==> src/svda_pkg.sv <==
// Constants and types for the shared video DRAM addressing block
// Function
// - Alternate RAM address lines every 250 ns (code: 31-cycle slot, 248 ns at 125 MHz)
// - Row half on RAS, then column half on CAS
// - RAS from flip-flop on 8/4 MHz timing
// - Display address sequence refreshes every row
// - Latch display byte, serialise per display mode
// - Bitmap low bits from character row lines
// - Wrap offset chosen by two offset selects
// - Wrap bit selects zero or gated offset
// - Bitmap column half from display bits 4-7 and offset-adjusted bits 8-10
// - Fourteen display lines wrap in 32 Kbytes
// - Text mode uses ten lines, top forced high
// - Top display bit selects the text path
// - Text bytes latched as character codes
// - Character clock from set/reset flip-flop, XOR
// - Processor bit 15 low selects DRAM
package svda_pkg;
    localparam int          CLK_MHZ   = 125;
    localparam int          SLOT_NS   = 250;
    localparam int          SLOT_CYC  = SLOT_NS * CLK_MHZ / 1000;
    localparam logic [4:0]  SLOT_LAST = 5'(SLOT_CYC - 1);
    localparam logic [4:0]  QTR_1     = 5'(SLOT_CYC / 4);
    localparam logic [4:0]  QTR_2     = 5'(SLOT_CYC / 2);
    localparam logic [4:0]  QTR_3     = 5'(SLOT_CYC * 3 / 4);
    localparam logic [4:0]  RAS_PH    = 5'h02;
    localparam logic [4:0]  COL_PH    = 5'h09;
    localparam logic [4:0]  CAS_PH    = 5'h0c;
    localparam logic [15:0] BYTE_OFF_20K = 16'h3000;
    localparam logic [15:0] BYTE_OFF_16K = 16'h4000;
    localparam logic [15:0] BYTE_OFF_10K = 16'h5800;
    localparam logic [15:0] BYTE_OFF_8K  = 16'h6000;
    localparam int          BLK_SH    = 11;
    localparam logic [3:0]  TEXT_TOP  = 4'hf;
    localparam logic        TEXT_BANK = 1'b1;
    localparam logic [3:0]  CNT_1BPP  = 4'h8;
    localparam logic [3:0]  CNT_2BPP  = 4'h4;
    localparam logic [3:0]  CNT_4BPP  = 4'h2;

    typedef enum logic [1:0] {
        PIX_1 = 2'b00,
        PIX_2 = 2'b01,
        PIX_4 = 2'b10
    } svda_pix_mode_t;

    typedef struct packed {
        logic [4:0] phase;
        logic       cpu_slot;
        logic       ras_n;
        logic       cas_lo_n;
        logic       cas_hi_n;
        logic [6:0] ram_addr;
        logic [7:0] char_code;
        logic       char_strobe;
        logic       clk8;
        logic       clk4;
        logic       clk2;
        logic       char_sr;
        logic       char_clk;
        logic [7:0] shreg;
        logic [3:0] shcnt;
    } svda_state_t;
endpackage

==> src/svda_top.sv <==
// Shared DRAM slot timing, display address path and byte serialiser
`timescale 1ns/1ps
module svda_top (
    input  wire logic                     clk,
    input  wire logic                     reset,
    input  wire logic [15:0]              cpu_addr,
    input  wire logic                     two_banks,
    input  wire logic [13:0]              crtc_ma,
    input  wire logic [2:0]               crtc_ra,
    input  wire logic                     offset_select_low,
    input  wire logic                     offset_select_high,
    input  wire svda_pkg::svda_pix_mode_t pix_mode,
    input  wire logic [7:0]               ram_data,
    output logic [6:0]                    ram_addr,
    output logic                          ras_n,
    output logic                          cas_lo_n,
    output logic                          cas_hi_n,
    output logic                          cpu_slot,
    output logic                          cpu_ram_sel,
    output logic                          text_mode,
    output logic [7:0]                    char_code,
    output logic                          char_strobe,
    output logic [3:0]                    pix_bits,
    output logic                          pix_valid,
    input  wire logic                     pix_ready,
    output logic                          crtc_stall,
    output logic                          clk8,
    output logic                          clk4,
    output logic                          clk2,
    output logic                          char_clk
);
    import svda_pkg::*;

    svda_state_t st;
    svda_state_t next_st;

    logic [3:0]  off4;
    logic [3:0]  adj_top;
    logic [14:0] bm_addr;
    logic [14:0] tx_addr;
    logic [14:0] disp_addr;
    logic [14:0] slot_addr;
    logic [6:0]  row_half;
    logic [6:0]  col_half;
    logic        bank_bit;
    logic        slot_end;
    logic        access;
    logic        buf_in_valid;
    logic        buf_in_ready;
    logic        buf_out_valid;
    logic        buf_out_ready;
    logic [7:0]  buf_out_data;
    logic        fire;
    logic [3:0]  rem;
    logic [3:0]  sh;
    logic [3:0]  load_cnt;

    // Offset in 2 Kbyte blocks, gated by the wrap bit
    always_comb begin
        unique case ({offset_select_high, offset_select_low})
            2'b00:   off4 = 4'(BYTE_OFF_16K >> BLK_SH);
            2'b01:   off4 = 4'(BYTE_OFF_8K >> BLK_SH);
            2'b10:   off4 = 4'(BYTE_OFF_20K >> BLK_SH);
            default: off4 = 4'(BYTE_OFF_10K >> BLK_SH);
        endcase
    end

    // Four-bit add wraps the 14-line space inside 32 Kbytes
    assign adj_top = crtc_ma[11:8] + (crtc_ma[12] ? off4 : 4'h0);
    // Cell-ordered layout; row half walks ma[3:0] and ra, so refresh
    // needs no extra cycles
    assign bm_addr = {adj_top, crtc_ma[7:0], crtc_ra};
    assign tx_addr = {TEXT_BANK, TEXT_TOP, crtc_ma[9:0]};
    assign text_mode = crtc_ma[13];
    assign disp_addr = text_mode ? tx_addr : bm_addr;
    assign cpu_ram_sel = !cpu_addr[15];

    assign slot_end = (st.phase == SLOT_LAST);
    assign buf_in_valid = slot_end && !st.cpu_slot && !text_mode;
    // Bitmap byte waits in the buffer; stall flags a full buffer
    assign crtc_stall = !buf_in_ready;

    svda_buf #(
        .W     (8),
        .DEPTH (2)
    ) u_buf (
        .clk       (clk),
        .reset     (reset),
        .in_valid  (buf_in_valid),
        .in_ready  (buf_in_ready),
        .in_data   (ram_data),
        .out_valid (buf_out_valid),
        .out_ready (buf_out_ready),
        .out_data  (buf_out_data)
    );

    always_comb begin
        unique case (pix_mode)
            PIX_1: begin
                sh       = 4'h1;
                load_cnt = CNT_1BPP;
                pix_bits = {3'h0, st.shreg[7]};
            end
            PIX_2: begin
                sh       = 4'h2;
                load_cnt = CNT_2BPP;
                pix_bits = {2'h0, st.shreg[7:6]};
            end
            PIX_4: begin
                sh       = 4'h4;
                load_cnt = CNT_4BPP;
                pix_bits = st.shreg[7:4];
            end
            default: begin
                sh       = 4'h1;
                load_cnt = CNT_1BPP;
                pix_bits = {3'h0, st.shreg[7]};
            end
        endcase
    end

    assign pix_valid = (st.shcnt != 4'h0);
    assign fire = pix_valid && pix_ready;
    assign rem = fire ? st.shcnt - 4'h1 : st.shcnt;
    assign buf_out_ready = (rem == 4'h0);

    always_comb begin
        next_st = st;
        next_st.char_strobe = 1'b0;
        next_st.phase = slot_end ? 5'h00 : st.phase + 5'h01;
        if (slot_end) begin
            next_st.cpu_slot = !st.cpu_slot;
        end
        // Slot timing waves; clk2 follows slot ownership
        next_st.clk4 = (next_st.phase < QTR_2);
        next_st.clk8 = (next_st.phase < QTR_1) ||
                       ((next_st.phase >= QTR_2) && (next_st.phase < QTR_3));
        next_st.clk2 = next_st.cpu_slot;
        // RAS taken from the 8/4 waveforms, common to all devices
        if (next_st.clk8 && !st.clk8) begin
            next_st.ras_n = 1'b1;
        end else if (next_st.phase == RAS_PH) begin
            next_st.ras_n = 1'b0;
        end
        // Set or reset on each 8 MHz rise by 4 MHz level
        if (next_st.clk8 && !st.clk8) begin
            next_st.char_sr = next_st.clk4;
        end
        next_st.char_clk = st.char_sr ^ st.clk2;
        next_st.ram_addr = (next_st.phase >= COL_PH) ? col_half
                                                     : row_half;
        next_st.cas_lo_n = 1'b1;
        next_st.cas_hi_n = 1'b1;
        if ((next_st.phase >= CAS_PH) && access) begin
            if (two_banks && !bank_bit) begin
                next_st.cas_lo_n = 1'b0;
            end else begin
                next_st.cas_hi_n = 1'b0;
            end
        end
        if (slot_end && !st.cpu_slot && text_mode) begin
            next_st.char_code   = ram_data;
            next_st.char_strobe = 1'b1;
        end
        if (fire) begin
            next_st.shreg = st.shreg << sh;
            next_st.shcnt = rem;
        end
        if (buf_out_ready && buf_out_valid) begin
            next_st.shreg = buf_out_data;
            next_st.shcnt = load_cnt;
        end
    end

    // Address source follows the slot that the next cycle belongs to
    always_comb begin
        slot_addr = next_st.cpu_slot ? cpu_addr[14:0] : disp_addr;
        row_half  = slot_addr[6:0];
        col_half  = slot_addr[13:7];
        bank_bit  = slot_addr[14];
        access    = next_st.cpu_slot ? cpu_ram_sel : 1'b1;
    end

    always_ff @(posedge clk or posedge reset) begin
        if (reset) begin
            st          <= '0;
            st.ras_n    <= 1'b1;
            st.cas_lo_n <= 1'b1;
            st.cas_hi_n <= 1'b1;
        end else begin
            st <= next_st;
        end
    end

    assign ram_addr    = st.ram_addr;
    assign ras_n       = st.ras_n;
    assign cas_lo_n    = st.cas_lo_n;
    assign cas_hi_n    = st.cas_hi_n;
    assign cpu_slot    = st.cpu_slot;
    assign char_code   = st.char_code;
    assign char_strobe = st.char_strobe;
    assign clk8        = st.clk8;
    assign clk4        = st.clk4;
    assign clk2        = st.clk2;
    assign char_clk    = st.char_clk;
endmodule

==> src/svda_buf.sv <==
// Two-entry valid/ready buffer for display bytes
`timescale 1ns/1ps
module svda_buf #(
    parameter int W     = 8,
    parameter int DEPTH = 2
) (
    input  wire logic         clk,
    input  wire logic         reset,
    input  wire logic         in_valid,
    output logic              in_ready,
    input  wire logic [W-1:0] in_data,
    output logic              out_valid,
    input  wire logic         out_ready,
    output logic [W-1:0]      out_data
);
    localparam int AW = (DEPTH > 1) ? $clog2(DEPTH) : 1;

    typedef struct packed {
        logic [DEPTH-1:0][W-1:0] mem;
        logic [AW-1:0]           wptr;
        logic [AW-1:0]           rptr;
        logic [AW:0]             count;
    } svda_buf_t;

    svda_buf_t st;
    svda_buf_t next_st;
    logic      push;
    logic      pop;

    assign in_ready  = (st.count != (AW+1)'(DEPTH));
    assign out_valid = (st.count != '0);
    assign out_data  = st.mem[st.rptr];
    assign push      = in_valid && in_ready;
    assign pop       = out_valid && out_ready;

    always_comb begin
        next_st = st;
        if (push) begin
            next_st.mem[st.wptr] = in_data;
            next_st.wptr = (st.wptr == AW'(DEPTH - 1)) ? '0 : st.wptr + 1'b1;
        end
        if (pop) begin
            next_st.rptr = (st.rptr == AW'(DEPTH - 1)) ? '0 : st.rptr + 1'b1;
        end
        // Simultaneous push and pop keep the count
        if (push && !pop) begin
            next_st.count = st.count + 1'b1;
        end else if (pop && !push) begin
            next_st.count = st.count - 1'b1;
        end
    end

    always_ff @(posedge clk or posedge reset) begin
        if (reset) begin
            st <= '0;
        end else begin
            st <= next_st;
        end
    end
endmodule

==> config.mk <==
export PLATFORM = sky130hd
export DESIGN_NAME = svda_top
export DESIGN_NICKNAME = d
export VERILOG_FILES = /design/src/svda_pkg.sv /design/src/svda_top.sv /design/src/svda_buf.sv
export SDC_FILE = /design/constraint.sdc
export NUM_CORES = 1
export LEC_CHECK = 0
export ABC_AREA = 0
export BUFFER_PORTS_ARGS = -buffer_cell sky130_fd_sc_hd__buf_2
export CAP_MARGIN = 20
export CORE_MARGIN = 4
export CORE_UTILIZATION = 49
export CTS_BUF_LIST = sky130_fd_sc_hd__clkbuf_16
export DETAILED_ROUTE_END_ITERATION = 12
export PLACE_DENSITY = 0.8
export SLEW_MARGIN = 25
export SYNTH_ARGS = -nofsm -noshare
export SYNTH_HDL_FRONTEND = slang
export SYNTH_SLANG_ARGS = --single-unit
==> constraint.sdc <==
create_clock -name clk -period 2.4 [get_ports clk]
set_input_delay 0.24 -clock clk [delete_from_list [all_inputs] [get_ports clk]]
set_output_delay 0.24 -clock clk [all_outputs]
set_load 0.02 [all_outputs]
==> results by group, run 1 <==
Setup path
  • Launch point of the worst reg-to-reg path: st[0]
  • Slowest stage cell on the critical path: or3b_4
  • WP data required: 2650 ps
  • Count of cells along the worst register-to-register path: 10
  • Family with the most delay on the worst path: simple AND/OR/NAND/NOR gates
  • Highest cell delay on the worst timing path: 410 ps
  • Cells traversed along the worst timing path: inv_1, ha_4, or3b_4, nand2_4, and3_1, o211ai_2, ha_1, xor2_1, nor2_1, xor2_1
  • Most prevalent standard cell on the critical path: xor2_1
  • Buf/Inv on CP: 1
  • Critical path fanouts, max: 6
  • Startpoint Class: register
  • Worst path arrival time: 2460 ps
  • Critical setup path kind: register to register
  • R2r endpoint: u_buf.st[1]
  • Reg-to-reg slack, setup: 180 ps
  • Element type at the critical path end: register

Final layout
  • Total area of multi-input combinational cells: 0.00175 mm^2
  • Count of antenna diodes in the layout: 0
  • Area occupied by registers: 0.00153 mm^2
  • Fraction of final layout cells sized beyond drive strength 1: 0.409
  • # fillers: 551
  • P&R area growth vs syn: 21.6%
  • Final net count: 441

Run
  • Maxcap violations: 0

Synth
  • Post-Syn Area per Cell: 11.4 um^2
  • Adder-cell share of the synthesized area: 0.0487
  • Sequential fraction of the synthesis area: 0.438
  • Mapped Area: 0.00349 mm^2
  • Warnings from Yosys: 0
  • Post-Synth XOR/XNOR Area: 0.0276
  • Basic-gate share of the synthesized area counting and, or, nand and nor cells: 0.100
  • Complex-gate fraction of the synthesized area: 0.0942
  • Post-Synthesis Cells: 307
  • Number of flops mapped to enable cells by yosys: 0
  • Mux share of post-synthesis cell area: 0.224
  • Post-synthesis async set-or-reset flop share: 1.00
  • Register bit count reported by yosys: 61
  • Leading register cell type out of synthesis: dfrtp_1
  • Nets in the synthesized netlist: 369
  • Dominant combinational cell family by area after synthesis: multiplexers
  • Unique masters post-synth: 58

Global routing
  • Overall routing resource usage: 0.183
  • Largest net degree at the start of global routing: 62
  • Number of antenna violations at the first check in global routing: 0
  • Total congestion overflow: 0
  • Global-route wire length before repair: 12400 um
  • Vias in the first global route: 2737

Timing
  • Fmax: 0.451 GHz
  • Setup repair after global routing missed its margin: no
  • Setup Total Neg Slack: 0 ps
  • Worst-margin pin slew: 467 ps
  • Setup slack after layout: 181 ps
  • Slew margin rel.: 0.689
  • Hold violation total from the final report: 0
  • Post-layout minimum cycle time: 2220 ps
  • Final count of pins violating max slew: 0
  • Worst hold slack after final layout: 182 ps
  • Setup-failing EPs final: 0
  • Post-route clock period utilization: 0.925
  • Clock Skew: 4.73 ps

Route
  • Routed vias/inst: 5.37
  • Starting DRT DRC Count: 93
  • Initial DRT Pass Iterations: 4
  • Number of remaining DRC errors: 0
  • Total wire length: 7370 um
  • Antenna viol nets, final: 0
  • Detailed-route wire length per cell: 15.4 um
  • Detailed-route via count: 2578

Power
  • Static leakage power: 0.00214 uW
  • Worst VDD drop: 0.382 mV
  • Cell Pwr Density: 824 mW/mm^2

Floorplanning
  • Height of the chip: 92.4 um
  • Number of top-level pins: 81
  • Die ar.: 0.00854 mm^2
  • Initial Utilization: 0.508
  • Horizontal extent of the die: 92.4 um
  • Num rows: 30
  • Placeable core region: 0.00687 mm^2

Clocking
  • TritonCTS clock tree: built
  • Total number of H-tree levels: 3
  • Maximum buffer depth of the clock tree: 2
  • Clock insertion delay at the later pin of the skew report: 320 ps
  • TritonCTS Buffers: 9
  • Sinks on Clock Net: 61
  • Clock-pin transition on the worst setup and hold timing paths: 50 ps
  • Master cell of the clock root buffer: clkbuf_16

Placement
  • Post-placement setup slack: 144 ps
  • Detailed placer's ending HPWL: 5500 um
  • Port Buf Inserts: 80
  • Final weighted congestion in routability-driven placement: 0.855

Hold path
  • Hold Startpoint: ram_data[6]
  • Hold Path Class: input pin to register
  • Sink of the worst hold path: u_buf.st[18]
  • Number of stages on the worst hold path: 2

Run status
  • Status: finished, final reports clean
cell usage after synthesis, types with 2 or more instances:
library cell  instances  area (um^2)
dfrtp_1              58         1450
nand3b_1              2         15.0
o22ai_1               3         18.8
nor2_1               16         60.1
a21o_1                2         15.0
xor2_1                4         35.0
nor2b_1               4         25.0
ha_1                 12          150
a211oi_1              2         15.0
mux2_1                2         22.5
and4b_1               2         20.0
a31oi_1               2         12.5
buf_4                18          135
mux4_2                5          113
nand3_1               2         10.0
mux2i_1              26          260
xnor2_1               7         61.3
and2_1                3         18.8
and3_1                2         12.5
a21oi_1              14         70.1
dfstp_2               3         78.8
o21ai_0               3         15.0
o21ai_1               4         20.0
nand2_2               2         12.5
buf_2                 2         10.0
mux2_2               33          372
nor3_1                3         15.0
o211ai_1              2         15.0
and3_2                2         15.0
clkbuf_1              4         15.0
a22oi_1               5         37.5
nand2_1              12         45.0
nand2b_1              4         25.0
inv_1                15         56.3
buf_1                 4         15.0
report_power, final:
group	switching, uW	internal, uW
logic	434	424
clock network	422	892
registers	159	1170
total	1020	2490
kinds of logic (layout without fill, tap and decap cells):
family	count (synthesis)	count (layout)
muxes	67	67
and+or+nand+nor	62	62
AOI/OAI and AO/OA	49	49
adders and majority gates	13	13
DFF	61	61
buffers and inverters	44	121
xor gates and xnor gates	11	11
registers in the layout (all words and copies together), names as in the netlist, 7 cells and up:
name	count
st	18
ram_addr	7
u_buf.st	20
char_code	8
placed cells by master, fill, tap and decap left out, drive strengths merged, types with 4 or more instances in the layout:
cell type / Yosys / layout
clkbuf: 4 / 9
xor2: 4 / 4
mux4: 5 / 5
mux2: 35 / 35
mux2i: 27 / 27
inv: 15 / 17
xnor2: 7 / 7
buf: 24 / 88
nor2: 16 / 16
nor2b: 4 / 4
nand2: 15 / 15
ha: 12 / 12
nand2b: 4 / 4
o21ai: 7 / 7
a21oi: 14 / 14
dfrtp: 58 / 58
and3: 4 / 4
a22oi: 5 / 5
area by class of cell:
type	count	share of cell area
flip-flops and latches	61	0.360
clock inverters	7	0.0194
well taps	96	0.0283
inverters	16	0.0141
multi-input cells	202	0.411
clock buffers	9	0.0530
repair buffers	89	0.114
through the flow:
stage	std cells	power, uW	util	cell area (um^2)
floorplan	307	1940	-	3490
global placement	462	2120	0.568	3910
detailed placement	462	2160	0.568	3910
CTS	479	3490	0.615	4220
global route	480	3700	0.618	4250
finish	480	3500	0.618	4250
routing by layer:
layer,global-route usage,up-vias,wire length [um]
met5,0,-,0
met3,0.0439,13,427
li1,-,1231,-
met2,0.321,63,3820
met1,0.211,1271,3000
met4,0.0792,0,126
repair_timing:
item,4_1_cts,5_1_grt
setup endpoints to repair,0,1
gates resized for setup,0,3
hold endpoints to repair,58,0
setup buffers,0,1
hold buffers,1,0
how the worst max path moves through the flow:
stage                      from           to  slack (ps)  cells past startpoint
after global placement    st[0]  u_buf.st[1]         260                     10
after CTS                 st[0]  u_buf.st[1]         120                     10
after global routing      st[0]  u_buf.st[1]          10                     10
after floorplan           st[0]  u_buf.st[1]          20                     10
after detailed placement  st[0]  u_buf.st[1]         140                     10
final                     st[0]  u_buf.st[1]         180                     10
Power figures use the tool's default switching activity.
==> inputs of run 2 (changes only) <==
Settings changed: CORE_ASPECT_RATIO set to 0.7.
==> run 2 against run 1 <==
Against the previous run: utilization decreased by 0.16 points; die area up 0.25%; wire length grew 2.2%; register-to-register slack worse by 30 ps; critical path type unchanged.
==> results by group, run 2 (synthesis gave the netlist of run 1 again) <==
Setup path
  • Reg-to-reg slack, setup: 150 ps
  • WP data required: 2650 ps
  • Critical setup path kind: register to register
  • Cells traversed along the worst timing path: inv_1, ha_1, or3b_4, nand2_4, and3_1, o211ai_2, ha_1, nor2_1, xor2_1
  • Startpoint Class: register
  • Most prevalent standard cell on the critical path: ha_1
  • Worst path arrival time: 2500 ps
  • Element type at the critical path end: register
  • Critical path fanouts, max: 6
  • Slowest stage cell on the critical path: or3b_4
  • Highest cell delay on the worst timing path: 430 ps

Route
  • Initial DRT Pass Iterations: 4
  • Number of remaining DRC errors: 0
  • Detailed-route via count: 2486
  • Routed vias/inst: 5.21
  • Detailed-route wire length per cell: 15.8 um
  • Antenna viol nets, final: 0
  • Total wire length: 7540 um
  • Starting DRT DRC Count: 149

Run status
  • Status: finished, final reports clean

Floorplanning
  • Horizontal extent of the die: 109 um
  • Die ar.: 0.00856 mm^2
  • Height of the chip: 78.6 um
  • Number of top-level pins: 81
  • Num rows: 25
  • Initial Utilization: 0.510
  • Placeable core region: 0.00685 mm^2

Global routing
  • Overall routing resource usage: 0.185
  • Met1 routing resource usage after global routing: 0.273
  • Number of antenna violations at the first check in global routing: 0
  • Grt met3 use: 0.0485
  • Global routing usage on met2: 0.259
  • Largest net degree at the start of global routing: 43
  • Most Crowded Layer GR: met1
  • Global-route wire length before repair: 12200 um
  • Total congestion overflow: 0
  • Vias in the first global route: 2423

Power
  • Part of the power in the clock network: 0.378
  • Cell Pwr Density: 820 mW/mm^2
  • Worst VDD drop: 0.377 mV
  • Combinational share of power: 0.238
  • Cell internal pwr: 2390 uW
  • Switching part of the total power: 0.311
  • Static leakage power: 0.00212 uW
  • Part of the total power dissipated in sequential elements: 0.384
  • Switching power: 1080 uW

Placement
  • Port Buf Inserts: 80
  • Detailed placer's ending HPWL: 5690 um
  • Final weighted congestion in routability-driven placement: 0.838

Timing
  • Worst-margin pin slew: 494 ps
  • Final count of pins violating max slew: 0
  • Post-route clock period utilization: 0.939
  • Post-layout minimum cycle time: 2250 ps
  • Worst hold slack after final layout: 176 ps
  • Clock Skew: 5.15 ps
  • Setup Total Neg Slack: 0 ps
  • Slew margin rel.: 0.670
  • Fmax: 0.444 GHz
  • Hold violation total from the final report: 0
  • Setup-failing EPs final: 0
  • Setup repair after global routing missed its margin: no

Clocking
  • Clock insertion delay at the later pin of the skew report: 330 ps
  • Clock-pin transition on the worst setup and hold timing paths: 60 ps
  • Master cell of the clock root buffer: clkbuf_16
  • Total number of H-tree levels: 3
  • Maximum buffer depth of the clock tree: 2
  • TritonCTS Buffers: 9
  • TritonCTS clock tree: built
  • Sinks on Clock Net: 61

Final layout
  • Post-Route Utilization: 0.617
  • Register bank with the most flops: u_buf.st
  • P&R area growth vs syn: 21.0%
  • Count of antenna diodes in the layout: 0
  • Final net count: 440
  • # fillers: 552
  • Most frequent cells in the layout: buf_2 (80), dfrtp_1 (58), mux2_2 (33)
  • Total area of multi-input combinational cells: 0.00173 mm^2
  • Area occupied by registers: 0.00153 mm^2
  • Number of flip-flops under the largest register name: 20
  • Most common cell after layout, fill and taps aside: buf_2
  • Fraction of final layout cells sized beyond drive strength 1: 0.415

Run
  • Maxcap violations: 0

Hold path
  • Hold Path Class: input pin to register
## run 2: changes by cell type in the layout (fill, tap and decap cells not counted)
cell / delta
bufinv_16: -1
clkinv_1: -2
buf_4: -1
inv_8: +1
clkinv_4: +1
ha_4: -1
inv_1: -2
clkinvlp_4: +1
ha_1: +1
inv_6: +2
## run 2: worst max-delay path: cells and delay by family (launching register included)
family | cells | cell delay [ps]
AOI/OAI and AO/OA | 1 | 120
DFF | 1 | 410
xor gates and xnor gates | 1 | 150
adders and majority gates | 2 | 550
buffers and inverters | 1 | 90
and+or+nand+nor | 4 | 870
## run 2: routing by layer
layer  vias to the layer above  wire length (um)
met1                      1188              3780
met5                         -                 0
li1                       1229                 -
met2                        62              3320
met4                         0                71
met3                         7               360
## run 2: power groups by stage
stage | clock, uW | combinational [uW] | sequential [uW]
2_1_floorplan | 0 | 662 | 1280
3_3_place_gp | 0 | 798 | 1340
3_5_place_dp | 0 | 815 | 1350
6_report | 1310 | 823 | 1330
5_1_grt | 1400 | 903 | 1350
4_1_cts | 1340 | 822 | 1330
## run 2: final timing paths
check                       startpoint           end  depth (start not counted)
hold / removal             ram_data[4]   u_buf.st[8]                          2
setup reg to reg                 st[0]   u_buf.st[1]                          9
setup / recovery                 st[0]   u_buf.st[1]                          9
max in group asynchronous        reset   ram_addr[6]                          4
hold reg to reg                 st[13]      char_clk                          1
min in group asynchronous        reset  char_code[2]                          3
## run 2: final cells by class
type | instances | share of cell area
Sequential cell | 61 | 0.362
Multi-Input combinational cell | 202 | 0.410
Clock buffer | 9 | 0.0533
Clock inverter | 7 | 0.0195
Tap cell | 94 | 0.0278
Inverter | 16 | 0.0142
Timing Repair Buffer | 88 | 0.113
## run 2: timing repair
action | CTS | global route
hold endpoints to repair | 16 | 0
resized for setup | 0 | 1
hold buffers | 1 | 0
setup endpoints to repair | 0 | 1
buffers inserted | 0 | 0
## run 2: through the flow
stage / total power, uW / instances / cell area [um^2] / worst slack (ps)
after floorplan: 1940 / 307 / 3490 / 21.9
after global placement: 2140 / 460 / 3900 / 249
after detailed placement: 2160 / 460 / 3900 / 161
after CTS: 3490 / 477 / 4220 / 130
after global routing: 3660 / 477 / 4230 / 18.2
final: 3470 / 477 / 4230 / 146
